===== src/slave_state_pkg.sv =====
// Shared constants and types for the fieldbus slave state control.
// Assumes a single 200 MHz clock domain and a synchronous active-high reset.
package slave_state_pkg;

  // Application-layer states, one-hot codes as carried on the link
  typedef enum logic [3:0] {
    ST_INIT   = 4'b0001,
    ST_PREOP  = 4'b0010,
    ST_SAFEOP = 4'b0100,
    ST_OP     = 4'b1000
  } al_state_t;

  // Status codes reported beside the state
  localparam logic [7:0] STAT_OK           = 8'h00;
  localparam logic [7:0] STAT_BAD_STEP     = 8'h11;
  localparam logic [7:0] STAT_NOT_READY    = 8'h12;
  localparam logic [7:0] STAT_NO_OUTPUTS   = 8'h1B;

  // Clock and timing
  localparam int          CLK_MHZ           = 200;
  localparam int          INIT_TIME_NS      = 500;
  localparam int          INIT_CYCLES       = (INIT_TIME_NS * CLK_MHZ + 999) / 1000;
  localparam logic [7:0]  INIT_CNT_LAST     = 8'(INIT_CYCLES - 1);
  localparam int          OP_CONFIRM_US     = 100;
  localparam int          OP_CONFIRM_CYC    = OP_CONFIRM_US * CLK_MHZ;

  // Object directory indices
  localparam logic [15:0] OBJ_DEVICE_TYPE   = 16'h1000;
  localparam logic [15:0] OBJ_ERROR_REG     = 16'h1001;
  localparam logic [15:0] OBJ_IDENTITY      = 16'h1018;
  localparam logic [15:0] OBJ_POS_MAP       = 16'h1A00;
  localparam logic [15:0] OBJ_VEL_MAP       = 16'h1A02;
  localparam logic [15:0] OBJ_VELOCITY      = 16'h2020;
  localparam logic [15:0] OBJ_POSITION      = 16'h6004;

  // Object contents
  localparam logic [31:0] DEVICE_TYPE_VAL   = 32'h00080196;
  localparam logic [31:0] MAP_ENTRY_COUNT   = 32'h00000002;
  localparam logic [31:0] POS_MAP_ENTRY1    = 32'h60040020;
  localparam logic [31:0] POS_MAP_ENTRY2    = 32'h20600120;
  localparam logic [31:0] VEL_MAP_ENTRY1    = 32'h20200420;
  localparam logic [31:0] VEL_MAP_ENTRY2    = 32'h20600120;
  localparam logic [7:0]  SUB_0             = 8'h00;
  localparam logic [7:0]  SUB_1             = 8'h01;
  localparam logic [7:0]  SUB_2             = 8'h02;
  localparam logic [7:0]  SUB_4             = 8'h04;

  // Service-data abort codes
  localparam logic [31:0] ABORT_READ_ONLY   = 32'h06010002;
  localparam logic [31:0] ABORT_NO_OBJECT   = 32'h06020000;
  localparam logic [31:0] ABORT_NO_PDO_MBX  = 32'h06040041;
  localparam logic [31:0] ABORT_DEV_STATE   = 32'h08000022;

  localparam int          ADDR_W            = 16;
  localparam int          DATA_W            = 32;
  localparam logic [15:0] STATION_RESET     = 16'h0000;

endpackage : slave_state_pkg


===== src/fieldbus_slave_state_control.sv =====
// Start-up state control, frame forwarding and object access of the slave.
// Assumes a 200 MHz clock; the local parameter-edit switch is asynchronous.
`timescale 1ns/1ps

module fieldbus_slave_state_control
  import slave_state_pkg::*;
#(
  parameter int          OP_CONFIRM_CYCLES = OP_CONFIRM_CYC,
  parameter logic [31:0] VENDOR_ID         = 32'h0000ABCD  // Arbitrary value
) (
  // Clock and reset
  input  wire logic        clk_i,
  input  wire logic        rst_i,

  // State requests from the master
  input  wire logic        state_req_valid_i,
  input  wire logic [3:0]  state_req_i,
  input  wire logic        error_ack_i,
  output logic [3:0]       state_o,
  output logic             error_o,
  output logic [7:0]       status_code_o,

  // Station address
  input  wire logic        station_addr_wr_i,
  input  wire logic [15:0] station_addr_i,
  output logic [15:0]      station_addr_o,

  // Mailbox service requests
  input  wire logic        mbx_valid_i,
  input  wire logic        mbx_pdo_i,
  input  wire logic        mbx_write_i,
  input  wire logic [15:0] mbx_index_i,
  input  wire logic [7:0]  mbx_sub_i,
  output logic             mbx_resp_valid_o,
  output logic             mbx_resp_abort_o,
  output logic [31:0]      mbx_resp_data_o,

  // Process output data from the master
  input  wire logic        pd_out_valid_i,
  input  wire logic [31:0] pd_out_data_i,
  output logic             app_out_valid_o,
  output logic [31:0]      app_out_data_o,

  // Process input data to the master
  input  wire logic        pd_cycle_i,
  input  wire logic [31:0] position_i,
  input  wire logic [31:0] velocity_i,
  input  wire logic [31:0] pos_status_i,
  output logic             pd_in_valid_o,
  output logic [63:0]      pos_image_o,
  output logic [63:0]      vel_image_o,

  // Local parameter editing switch
  input  wire logic        param_edit_i,
  output logic             comm_suspended_o,

  // Frame path
  input  wire logic        frame_in_valid_i,
  input  wire logic [7:0]  frame_in_data_i,
  input  wire logic        return_in_valid_i,
  input  wire logic [7:0]  return_in_data_i,
  input  wire logic        downstream_link_i,
  output logic             fwd_valid_o,
  output logic [7:0]       fwd_data_o,
  output logic             ret_valid_o,
  output logic [7:0]       ret_data_o
);

  localparam int          TMO_W    = $clog2(OP_CONFIRM_CYCLES + 1);
  localparam logic [TMO_W-1:0] TMO_LAST = TMO_W'(OP_CONFIRM_CYCLES - 1);

  al_state_t        state_reg, state_next;
  logic [7:0]       init_cnt_reg;
  logic             init_done_reg;
  logic             edit_meta_reg;
  logic             edit_sync_reg;
  logic             op_pend_reg, op_pend_next;
  logic [TMO_W-1:0] tmo_cnt_reg;
  logic             error_reg;
  logic [7:0]       status_reg, status_next;

  logic [15:0]      station_reg;
  logic             app_valid_reg;
  logic [31:0]      app_data_reg;
  logic             fwd_valid_reg;
  logic             ret_valid_reg;
  logic [7:0]       fwd_data_reg;
  logic [7:0]       ret_data_reg;
  logic             err_set;

  // Decoding of the requested transition
  wire req_ok      = state_req_valid_i && init_done_reg && !edit_sync_reg;
  wire req_legal   = (state_req_i == ST_INIT)   || (state_req_i == ST_PREOP) ||
                     (state_req_i == ST_SAFEOP) || (state_req_i == ST_OP);
  wire req_down    = req_legal && (state_req_i < state_reg);
  wire req_up_one  = req_legal && (state_req_i == {state_reg[2:0], 1'b0});
  wire req_same    = state_req_i == state_reg;
  wire req_to_op   = req_up_one && (state_reg == ST_SAFEOP);
  wire req_refused = req_ok && !req_down && !req_up_one && !req_same;

  wire tmo_hit     = op_pend_reg && (tmo_cnt_reg == TMO_LAST);
  wire pd_seen     = op_pend_reg && pd_out_valid_i && !edit_sync_reg;
  wire in_op       = (state_reg == ST_OP) && !edit_sync_reg;

  wire mbx_allowed = (state_reg != ST_INIT) && init_done_reg;
  wire addr_window = (state_reg == ST_INIT) || (state_reg == ST_PREOP);
  wire mbx_take    = mbx_valid_i && !edit_sync_reg;

  // State sequencing
  always_comb begin
    state_next   = state_reg;
    op_pend_next = op_pend_reg;
    status_next  = status_reg;
    err_set      = 1'b0;

    if (op_pend_reg && pd_seen) begin
      state_next   = ST_OP;
      op_pend_next = 1'b0;
      status_next  = STAT_OK;
    end else if (tmo_hit) begin
      op_pend_next = 1'b0;
      err_set      = 1'b1;
      status_next  = STAT_NO_OUTPUTS;
    end

    // Same-cycle request overrides the confirmation
    if (req_ok) begin
      if (req_to_op) begin
        op_pend_next = 1'b1;
      end else if (req_up_one || req_down) begin
        state_next   = al_state_t'(state_req_i);
        op_pend_next = 1'b0;
        status_next  = STAT_OK;
      end else if (req_refused) begin
        err_set      = 1'b1;
        status_next  = STAT_BAD_STEP;
      end
    end else if (state_req_valid_i && !init_done_reg) begin
      err_set     = 1'b1;
      status_next = STAT_NOT_READY;
    end
  end

  always_ff @(posedge clk_i) begin
    if (rst_i) begin
      state_reg   <= ST_INIT;
      op_pend_reg <= 1'b0;
      status_reg  <= STAT_OK;
    end else begin
      state_reg   <= state_next;
      op_pend_reg <= op_pend_next;
      status_reg  <= status_next;
    end
  end

  // Self-initialisation; requests before it ends are refused
  always_ff @(posedge clk_i) begin
    if (rst_i) begin
      init_cnt_reg  <= 8'h00;
      init_done_reg <= 1'b0;
    end else if (!init_done_reg) begin
      init_cnt_reg  <= init_cnt_reg + 8'h01;
      init_done_reg <= init_cnt_reg == INIT_CNT_LAST;
    end
  end

  // Confirmation timeout while waiting for process data
  always_ff @(posedge clk_i) begin
    if (rst_i || !op_pend_reg) begin
      tmo_cnt_reg <= '0;
    end else begin
      tmo_cnt_reg <= tmo_cnt_reg + TMO_W'(1);
    end
  end

  // Error flag: a new fault wins over the acknowledge in the same cycle
  always_ff @(posedge clk_i) begin
    if (rst_i) begin
      error_reg <= 1'b0;
    end else begin
      error_reg <= err_set || (error_reg && !error_ack_i);
    end
  end

  // Parameter-edit switch comes from a panel, so synchronise it first
  always_ff @(posedge clk_i) begin
    if (rst_i) begin
      edit_meta_reg <= 1'b0;
      edit_sync_reg <= 1'b0;
    end else begin
      edit_meta_reg <= param_edit_i;
      edit_sync_reg <= edit_meta_reg;
    end
  end

  // Station address is taken only while the start-up window is open
  always_ff @(posedge clk_i) begin
    if (rst_i) begin
      station_reg <= STATION_RESET;
    end else if (station_addr_wr_i && addr_window && init_done_reg && !edit_sync_reg) begin
      station_reg <= station_addr_i;
    end
  end

  // Process outputs reach the application only in operational
  always_ff @(posedge clk_i) begin
    if (rst_i) begin
      app_valid_reg <= 1'b0;
      app_data_reg  <= 32'h0;
    end else begin
      app_valid_reg <= pd_out_valid_i && in_op;
      if (pd_out_valid_i && in_op) begin
        app_data_reg <= pd_out_data_i;
      end
    end
  end

  // Frames pass on while the downstream link is up and loop back otherwise, even while editing suspends the application
  always_ff @(posedge clk_i) begin
    if (rst_i) begin
      fwd_valid_reg <= 1'b0;
      fwd_data_reg  <= 8'h00;
      ret_valid_reg <= 1'b0;
      ret_data_reg  <= 8'h00;
    end else begin
      fwd_valid_reg <= frame_in_valid_i && downstream_link_i;
      fwd_data_reg  <= frame_in_data_i;
      ret_valid_reg <= downstream_link_i ? return_in_valid_i : frame_in_valid_i;
      ret_data_reg  <= downstream_link_i ? return_in_data_i : frame_in_data_i;
    end
  end

  object_dir_responder #(
    .VENDOR_ID (VENDOR_ID)
  ) u_od (
    .clk_i        (clk_i),
    .rst_i        (rst_i),
    .req_valid_i  (mbx_take),
    .req_pdo_i    (mbx_pdo_i),
    .req_write_i  (mbx_write_i),
    .req_index_i  (mbx_index_i),
    .req_sub_i    (mbx_sub_i),
    .allowed_i    (mbx_allowed),
    .error_reg_i  ({7'h00, error_reg}),
    .position_i   (position_i),
    .velocity_i   (velocity_i),
    .resp_valid_o (mbx_resp_valid_o),
    .resp_abort_o (mbx_resp_abort_o),
    .resp_data_o  (mbx_resp_data_o)
  );

  process_input_image u_pd (
    .clk_i         (clk_i),
    .rst_i         (rst_i),
    .cycle_i       (pd_cycle_i),
    .enable_i      (in_op),
    .position_i    (position_i),
    .velocity_i    (velocity_i),
    .status_i      (pos_status_i),
    .image_valid_o (pd_in_valid_o),
    .pos_image_o   (pos_image_o),
    .vel_image_o   (vel_image_o)
  );

  // Outputs
  assign state_o          = state_reg;
  assign error_o          = error_reg;
  assign status_code_o    = status_reg;
  assign station_addr_o   = station_reg;

  assign app_out_valid_o  = app_valid_reg;
  assign app_out_data_o   = app_data_reg;

  assign comm_suspended_o = edit_sync_reg;
  assign fwd_valid_o      = fwd_valid_reg;
  assign fwd_data_o       = fwd_data_reg;
  assign ret_valid_o      = ret_valid_reg;
  assign ret_data_o       = ret_data_reg;

endmodule : fieldbus_slave_state_control


===== src/object_dir_responder.sv =====
// Object-directory service-data responder for mailbox requests.
// Assumes one request per cycle at most and answers on the following cycle.
`timescale 1ns/1ps
module object_dir_responder
  import slave_state_pkg::*;
#(
  parameter logic [31:0] VENDOR_ID = 32'h0000ABCD  // Arbitrary value
) (
  // Clock and reset
  input  wire logic        clk_i,
  input  wire logic        rst_i,
  // Request
  input  wire logic        req_valid_i,
  input  wire logic        req_pdo_i,
  input  wire logic        req_write_i,
  input  wire logic [15:0] req_index_i,
  input  wire logic [7:0]  req_sub_i,
  input  wire logic        allowed_i,
  // Live values
  input  wire logic [7:0]  error_reg_i,
  input  wire logic [31:0] position_i,
  input  wire logic [31:0] velocity_i,
  // Answer
  output logic             resp_valid_o,
  output logic             resp_abort_o,
  output logic [31:0]      resp_data_o
);

  logic        hit;
  logic [31:0] rd_val;

  // Position and velocity are directory entries; the status value mapped into both images is not
  assign {hit, rd_val} =
    (req_index_i == OBJ_DEVICE_TYPE)                           ? {1'b1, DEVICE_TYPE_VAL} :
    (req_index_i == OBJ_ERROR_REG)                             ? {1'b1, 24'h0, error_reg_i} :
    (req_index_i == OBJ_IDENTITY    && req_sub_i == SUB_1)     ? {1'b1, VENDOR_ID} :
    ((req_index_i == OBJ_POS_MAP || req_index_i == OBJ_VEL_MAP) && req_sub_i == SUB_0)
                                                               ? {1'b1, MAP_ENTRY_COUNT} :
    (req_index_i == OBJ_POS_MAP     && req_sub_i == SUB_1)     ? {1'b1, POS_MAP_ENTRY1} :
    (req_index_i == OBJ_POS_MAP     && req_sub_i == SUB_2)     ? {1'b1, POS_MAP_ENTRY2} :
    (req_index_i == OBJ_VEL_MAP     && req_sub_i == SUB_1)     ? {1'b1, VEL_MAP_ENTRY1} :
    (req_index_i == OBJ_VEL_MAP     && req_sub_i == SUB_2)     ? {1'b1, VEL_MAP_ENTRY2} :
    (req_index_i == OBJ_POSITION)                              ? {1'b1, position_i} :
    (req_index_i == OBJ_VELOCITY    && req_sub_i == SUB_4)     ? {1'b1, velocity_i} :
                                                                 {1'b0, 32'h0};

  wire        abort_now = !allowed_i || req_pdo_i || !hit || req_write_i;
  wire [31:0] abort_val = !allowed_i ? ABORT_DEV_STATE :
                          req_pdo_i  ? ABORT_NO_PDO_MBX :
                          !hit       ? ABORT_NO_OBJECT : ABORT_READ_ONLY;

  always_ff @(posedge clk_i) begin
    if (rst_i) begin
      resp_valid_o <= 1'b0;
      resp_abort_o <= 1'b0;
      resp_data_o  <= 32'h0;
    end else begin
      resp_valid_o <= req_valid_i;
      if (req_valid_i) begin
        resp_abort_o <= abort_now;
        resp_data_o  <= abort_now ? abort_val : rd_val;
      end
    end
  end

endmodule : object_dir_responder


===== src/process_input_image.sv =====
// Builds the two transmit process-data images from live sensor values.
// Assumes the sensor values are on the same clock as the block.
`timescale 1ns/1ps
module process_input_image
  import slave_state_pkg::*;
(
  // Clock and reset
  input  wire logic        clk_i,
  input  wire logic        rst_i,
  // Control
  input  wire logic        cycle_i,
  input  wire logic        enable_i,
  // Sensor values
  input  wire logic [31:0] position_i,
  input  wire logic [31:0] velocity_i,
  input  wire logic [31:0] status_i,
  // Images
  output logic             image_valid_o,
  output logic [63:0]      pos_image_o,
  output logic [63:0]      vel_image_o
);

  // Images are cleared on each cycle pulse outside operational and hold their value between pulses
  always_ff @(posedge clk_i) begin
    if (rst_i) begin
      image_valid_o <= 1'b0;
      pos_image_o   <= 64'h0;
      vel_image_o   <= 64'h0;
    end else if (cycle_i) begin
      image_valid_o <= enable_i;
      pos_image_o   <= enable_i ? {status_i, position_i} : 64'h0;
      vel_image_o   <= enable_i ? {status_i, velocity_i} : 64'h0;
    end
  end

endmodule : process_input_image


===== config.mk =====
export PLATFORM = sky130hd
export DESIGN_NAME = fieldbus_slave_state_control
export DESIGN_NICKNAME = d
export VERILOG_FILES = /design/src/slave_state_pkg.sv /design/src/fieldbus_slave_state_control.sv /design/src/object_dir_responder.sv /design/src/process_input_image.sv
export SDC_FILE = /design/constraint.sdc
export NUM_CORES = 1
export LEC_CHECK = 0
export ABC_AREA = 1
export BUFFER_PORTS_ARGS = -buffer_cell sky130_fd_sc_hd__clkbuf_2
export CAP_MARGIN = 10
export CORE_AREA = 10 10 159 234
export DETAILED_ROUTE_END_ITERATION = 6
export DIE_AREA = 0 0 169 244
export PLACE_DENSITY = 0.65
export SYNTH_ARGS = -nofsm -noshare
export SYNTH_HDL_FRONTEND = slang
export SYNTH_SLANG_ARGS = --single-unit

===== constraint.sdc =====
create_clock -name clk_i -period 1.75 [get_ports clk_i]
set_clock_uncertainty 0.2 [all_clocks]
set_input_delay 0.175 -clock clk_i [delete_from_list [all_inputs] [get_ports clk_i]]
set_output_delay 0.175 -clock clk_i [all_outputs]
set_load 0.01 [all_outputs]

==> results of run 1 <==
final timing paths:
kind	slack, ps	from	to	cells past startpoint
worst max-delay path	-180	tmo_cnt_reg[0]	tmo_cnt_reg[14]	13
worst min-delay path	20	rst_i	tmo_cnt_reg[2]	5
worst min register to register	240	status_code_o[6]	status_code_o[6]	2
worst max register to register	-180	tmo_cnt_reg[0]	tmo_cnt_reg[14]	13
final cells by class:
type,count,share of cell area [%]
well taps,420,2.77
diodes,4,0.0527
inverters,97,2.05
clock inverters,11,0.474
repair buffers,812,32.2
repair inverters,3,0.244
flip-flops and latches,238,25.2
clock buffers,33,3.71
multi-input cells,952,33.3
logic make-up after synthesis:
| family | Yosys count | share of synthesized area, % |
|---|---|---|
| adder cells (fa/ha/maj) | 6 | 0.747 |
| flip-flops | 238 | 47.4 |
| buffers and inverters | 195 | 8.66 |
| AND/OR/NAND/NOR | 665 | 27.9 |
| AO/OA/AOI/OAI | 275 | 14.9 |
| XOR/XNOR | 5 | 0.435 |
where the power goes:
part | total [mW] | internal, mW | switching (mW)
clock | 5.30 | 2.98 | 2.32
sequential | 5.49 | 5.46 | 0.0268
combinational | 1.35 | 0.630 | 0.723
total | 12.1 | 9.07 | 3.07
synthesized netlist by cell type, drive strengths merged:
library cell,n,area share [%]
o21bai,2,0.15
nand3b,1,0.075
clkbuf,55,2.1
a31oi,1,0.062
o22ai,2,0.19
and3,2,0.12
nand2,384,14
a211oi,1,0.075
a22oi,14,1.0
and2,1,0.062
xor2,5,0.44
o21ai,52,2.6
inv,94,3.5
nor3,10,0.50
o2bb2ai,1,0.087
ha,6,0.75
a22o,8,0.70
a221oi,2,0.17
nor2,168,7.2
o2111ai,2,0.17
o21a,2,0.15
nand4,18,1.1
o211ai,3,0.22
dfxtp,238,47
buf,43,3.0
a21oi,184,9.2
nand3,75,4.0
nor4,3,0.19
a32oi,1,0.087
clkinv,3,0.11
or2,3,0.19
metal layers:
layer | wire length, microns | up-vias | part of all wire (%)
li1 | - | 5979 | -
met1 | 18400 | 6012 | 34
met2 | 26900 | 612 | 50
met3 | 3760 | 202 | 7.0
met4 | 4370 | 0 | 8.2
met5 | 0 | - | 0
repair_timing:
item / in CTS / in global routing
pin swaps: 31 / 146
endpoints found under the hold margin: 209 / 16
gates cloned: 2 / 24
hold buffers: 193 / 4
setup endpoints to repair: 178 / 198
gates resized for setup: 92 / 485
buffers inserted: 12 / 23
worst max-delay path, delay by kind of cell (launching register included):
family          cells  cell delay, ps
compound gates      2             170
fa+ha+maj           1             150
buf+inv             3             260
flops               1             340
simple gates        7             730
per-stage QoR:
stage,hold WS [ps],setup TNS (ps)
2_1_floorplan,82.0,-1.36
3_3_place_gp,188,-37160
3_5_place_dp,194,-39490
4_1_cts,-220,-5260
5_1_grt,23.7,-32370
6_report,19.7,-17660
==> results.sh, run 1 <==
export IMPL_synth_seq_cells=238
export IMPL_setup_viol=187
export IMPL_die_y_microns=244
export IMPL_initial_core_util_pct=30.3
export IMPL_synth_cell_types=43
export IMPL_hold_violations=0
export IMPL_port_buffers=445
export IMPL_criticalPathCategory="reg -> reg"
export IMPL_worst_pin_slew_ps=925
export IMPL_start_kind="flip-flop"
export IMPL_drv_cap=0
export IMPL_critPathArrivalTime_ps=2200
export IMPL_final_cells=2570
export IMPL_final_period_utilization_pct=110
export IMPL_cts_made_buffers=25
export IMPL_power_mw=12.1
export IMPL_final_layout_size_suffix_gt1_share_pct=50.3
export IMPL_drv_slew=0
export IMPL_hpwl_mm=33.7
export IMPL_die_width_microns=169
export IMPL_p_leak_nw=8.54
export IMPL_top_usage_layer="met2"
export IMPL_post_place_ws_ps=-325
export IMPL_clock_sinks=238
export IMPL_cts_tree="built"
export IMPL_slew_headroom_pct=38.1
export IMPL_syn_nets=1592
export IMPL_htree_levels=1
export IMPL_via_per_inst=4.98
export IMPL_gp_congestion=0.961
export IMPL_dieArea_sq_mm=0.0412
export IMPL_remaining_drc_errors=0
export IMPL_avgSynthCellArea_sq_um=7.27
export IMPL_outcome="complete, but fails checks"
export IMPL_ff_latch_area_sq_mm=0.00478
export IMPL_peakVddDrop_mv=0.807
export IMPL_wl_per_cell_microns=20.8
export IMPL_clk_latency_ps=540
export IMPL_initialDrtViolationCount=659
export IMPL_vias=12805
export IMPL_postPlaceCellArea_sq_mm=0.0134
export IMPL_final_nets=2337
export IMPL_grt_pass1_vias=12343
export IMPL_final_cell_mix="clkbuf_2 (444), nand2_1 (248), dfxtp_1 (230), dlygate4sd3_1 (196), a21oi_2 (136)"
export IMPL_coreArea_sq_mm=0.0331
export IMPL_ys_seq_area_share_pct=47.4
export IMPL_p_per_area_mw_per_mm2=639
export IMPL_clockBufferDepth=3
export IMPL_grt_pass1_wl_mm=69.3
export IMPL_final_area_sq_mm=0.0190
export IMPL_wl_mm=53.5
export IMPL_firstDrtPassIters=5
export IMPL_violations="setup timing"
export IMPL_fillers=2760
export IMPL_cpPeakStageDelay_ps=340
export IMPL_fin_crit_ps=1930
export IMPL_clkTransAtPathRegs_ps=60
export IMPL_cp_slowest_cell="dfxtp_2"
export IMPL_layout_commonest_cell="clkbuf_2"
export IMPL_netlist_instances=1384
export IMPL_crit_fanout=3
export IMPL_post_route_util_pct=57.3
export IMPL_grt_setup_unrepaired="true"
export IMPL_grt_use_total_pct=21.0
export IMPL_endpoint_kind="flip-flop"
export IMPL_grt_use_met2_pct=36.8
export IMPL_hold_class="in -> reg"
export IMPL_met3_usage_pct=5.22
export IMPL_cp_cell_sequence="ha_4, nand2_4, nor2_4, buf_6, nand3_4, inv_2, nand4_1, or2_4, nor2_1, nand2_1, inv_2, o21ai_2, a21oi_2"
export IMPL_cts_root_buf="clkbuf_16"
export IMPL_largest_reg_flops=64
export IMPL_ios=446
export IMPL_critical_path_required_ps=2020
export IMPL_setup_slack_ps=-183
export IMPL_final_antenna_net_count=0
export IMPL_multi_input_area_sq_mm=0.00633
export IMPL_dp_cells=2268
export IMPL_crit_top_cell="inv_2"
export IMPL_row_count=82
export IMPL_grt_max_degree=77
export IMPL_synthToLayoutAreaGrowth_pct=88.9
export IMPL_antenna_found_initial=4
export IMPL_synthesis_area_sq_mm=0.0101
export IMPL_met1_usage_pct=21.4
export IMPL_ys_warnings_count=0
export IMPL_fmax_mhz=517
export IMPL_max_flop_register="u_pd.vel_image_o"
export IMPL_grt_overflow_total=0
No activity file was read; power rests on OpenSTA's default activity.
==> run 2: changes to the inputs <==
Settings changed: REMOVE_ABC_BUFFERS set to 1.
==> results.sh, run 2 (same netlist as run 1, synthesis figures left out) <==
export IMPL_htree_levels=1
export IMPL_max_flop_register="u_pd.vel_image_o"
export IMPL_cpPeakStageDelay_ps=370
export IMPL_cts_made_buffers=24
export IMPL_antenna_found_initial=3
export IMPL_final_layout_size_suffix_gt1_share_pct=44.3
export IMPL_clock_sinks=238
export IMPL_drv_slew=0
export IMPL_fin_crit_ps=1930
export IMPL_grt_overflow_total=0
export IMPL_synthToLayoutAreaGrowth_pct=80.1
export IMPL_die_width_microns=169
export IMPL_ios=446
export IMPL_p_per_area_mw_per_mm2=666
export IMPL_power_mw=12.1
export IMPL_violations="hold timing, setup timing"
export IMPL_final_antenna_net_count=0
export IMPL_row_count=82
export IMPL_clkTransAtPathRegs_ps=70
export IMPL_cts_tree="built"
export IMPL_drv_cap=0
export IMPL_firstDrtPassIters=5
export IMPL_crit_fanout=7
export IMPL_outcome="complete, but fails checks"
export IMPL_worst_pin_slew_ps=743
export IMPL_dp_cells=2265
export IMPL_post_place_ws_ps=-433
export IMPL_clk_latency_ps=530
export IMPL_clockBufferDepth=3
export IMPL_start_kind="flip-flop"
export IMPL_vias=12604
export IMPL_hold_class="in -> reg"
export IMPL_grt_setup_unrepaired="true"
export IMPL_grt_pass1_vias=12479
export IMPL_dieArea_sq_mm=0.0412
export IMPL_setup_viol=57
export IMPL_cp_slowest_cell="o21ai_0"
export IMPL_via_per_inst=4.95
export IMPL_cp_cell_sequence="buf_4, nor4_4, nand3_2, buf_2, o21ai_0, nor2_1"
export IMPL_fmax_mhz=517
export IMPL_coreArea_sq_mm=0.0331
export IMPL_multi_input_area_sq_mm=0.00573
export IMPL_initial_core_util_pct=30.3
export IMPL_final_cells=2546
export IMPL_initialDrtViolationCount=1055
export IMPL_largest_reg_flops=64
export IMPL_p_leak_nw=8.26
export IMPL_peakVddDrop_mv=0.816
export IMPL_wl_per_cell_microns=20.0
export IMPL_final_period_utilization_pct=110
export IMPL_grt_use_total_pct=20.7
export IMPL_hpwl_mm=32.2
export IMPL_fillers=2831
export IMPL_remaining_drc_errors=0
export IMPL_die_y_microns=244
export IMPL_fin_tns_setup_ps=-3840
export IMPL_critPathBufInv=2
export IMPL_ff_latch_area_sq_mm=0.00479
export IMPL_slew_headroom_pct=50.3
export IMPL_cts_root_buf="clkbuf_16"
export IMPL_grt_pass1_wl_mm=69.3
export IMPL_critPathArrivalTime_ps=2130
export IMPL_gp_congestion=0.921
export IMPL_grt_max_degree=85
export IMPL_criticalPathCategory="reg -> reg"
export IMPL_hold_violations=7
export IMPL_setup_slack_ps=-183
export IMPL_port_buffers=445
export IMPL_critPathTopFamily="simple AND/OR/NAND/NOR gates"
export IMPL_wl_mm=50.9
export IMPL_final_cell_mix="clkbuf_2 (444), nand2_1 (285), dfxtp_1 (228), dlygate4sd3_1 (199), nor2_1 (134)"
export IMPL_layout_commonest_cell="clkbuf_2"
export IMPL_final_nets=2315
export IMPL_critical_path_required_ps=1950
export IMPL_endpoint_kind="flip-flop"
export IMPL_hold_ws_ps=-65.8
[run 2: final cells by class]
class | instances | area share, %
Multi-Input combinational cell | 952 | 31.6
Timing Repair Buffer | 792 | 32.3
Clock buffer | 30 | 3.61
Timing Repair inverter | 2 | 0.180
Inverter | 97 | 2.24
Sequential cell | 238 | 26.4
Tap cell | 420 | 2.90
Antenna cell | 3 | 0.0415
Clock inverter | 12 | 0.691
[run 2: path summary, 6_finish.rpt]
check / cells after the start / to / startpoint / slack [ps]
setup / recovery: 6 / station_addr_o[15] / state_o[2] / -180
hold / removal: 5 / tmo_cnt_reg[13] / rst_i / -70
setup reg to reg: 6 / station_addr_o[15] / state_o[2] / -180
hold reg to reg: 2 / status_code_o[6] / status_code_o[6] / 240
[run 2: through the flow]
step,hold WS [ps],cell area [sq um],util [%]
3_5_place_dp,196,13300,40.2
6_report,-65.8,18100,54.6
2_1_floorplan,44.1,9550,-
3_3_place_gp,194,13300,40.2
4_1_cts,-269,16600,50.0
5_1_grt,-48.2,18100,54.6
[run 2: worst reg2reg max path, cell delays in order (launching register included)]
cell and delay (ps):
dfxtp_4 360, buf_4 140, nor4_4 250, nand3_2 150, buf_2 200, o21ai_0 370, nor2_1 140
[run 2: power by group]
| group | switching [mW] | total (mW) | internal [mW] | leakage [nW] |
|---|---|---|---|---|
| Combinational | 0.688 | 1.32 | 0.629 | 5.96 |
| Clock | 2.29 | 5.24 | 2.95 | 0.377 |
| Sequential | 0.0305 | 5.49 | 5.46 | 1.93 |
| Total | 3.01 | 12.1 | 9.05 | 8.26 |
[run 2: layer usage]
layer  up-vias  GRT usage (%)  share of wire [%]
li1       5948              -                  -
met3       143           4.91                7.3
met2       564           37.9                 52
met1      5949           21.7                 36
met5         -              0                  0
met4         0           9.47                5.0
[run 2: what timing repair did]
action,in CTS,in global routing
buffers inserted,12,9
hold buffers,198,2
hold endpoints to repair,215,15
endpoints found under the setup margin,186,176
gates cloned,3,16
pin swaps,35,138
gates resized for setup,90,322
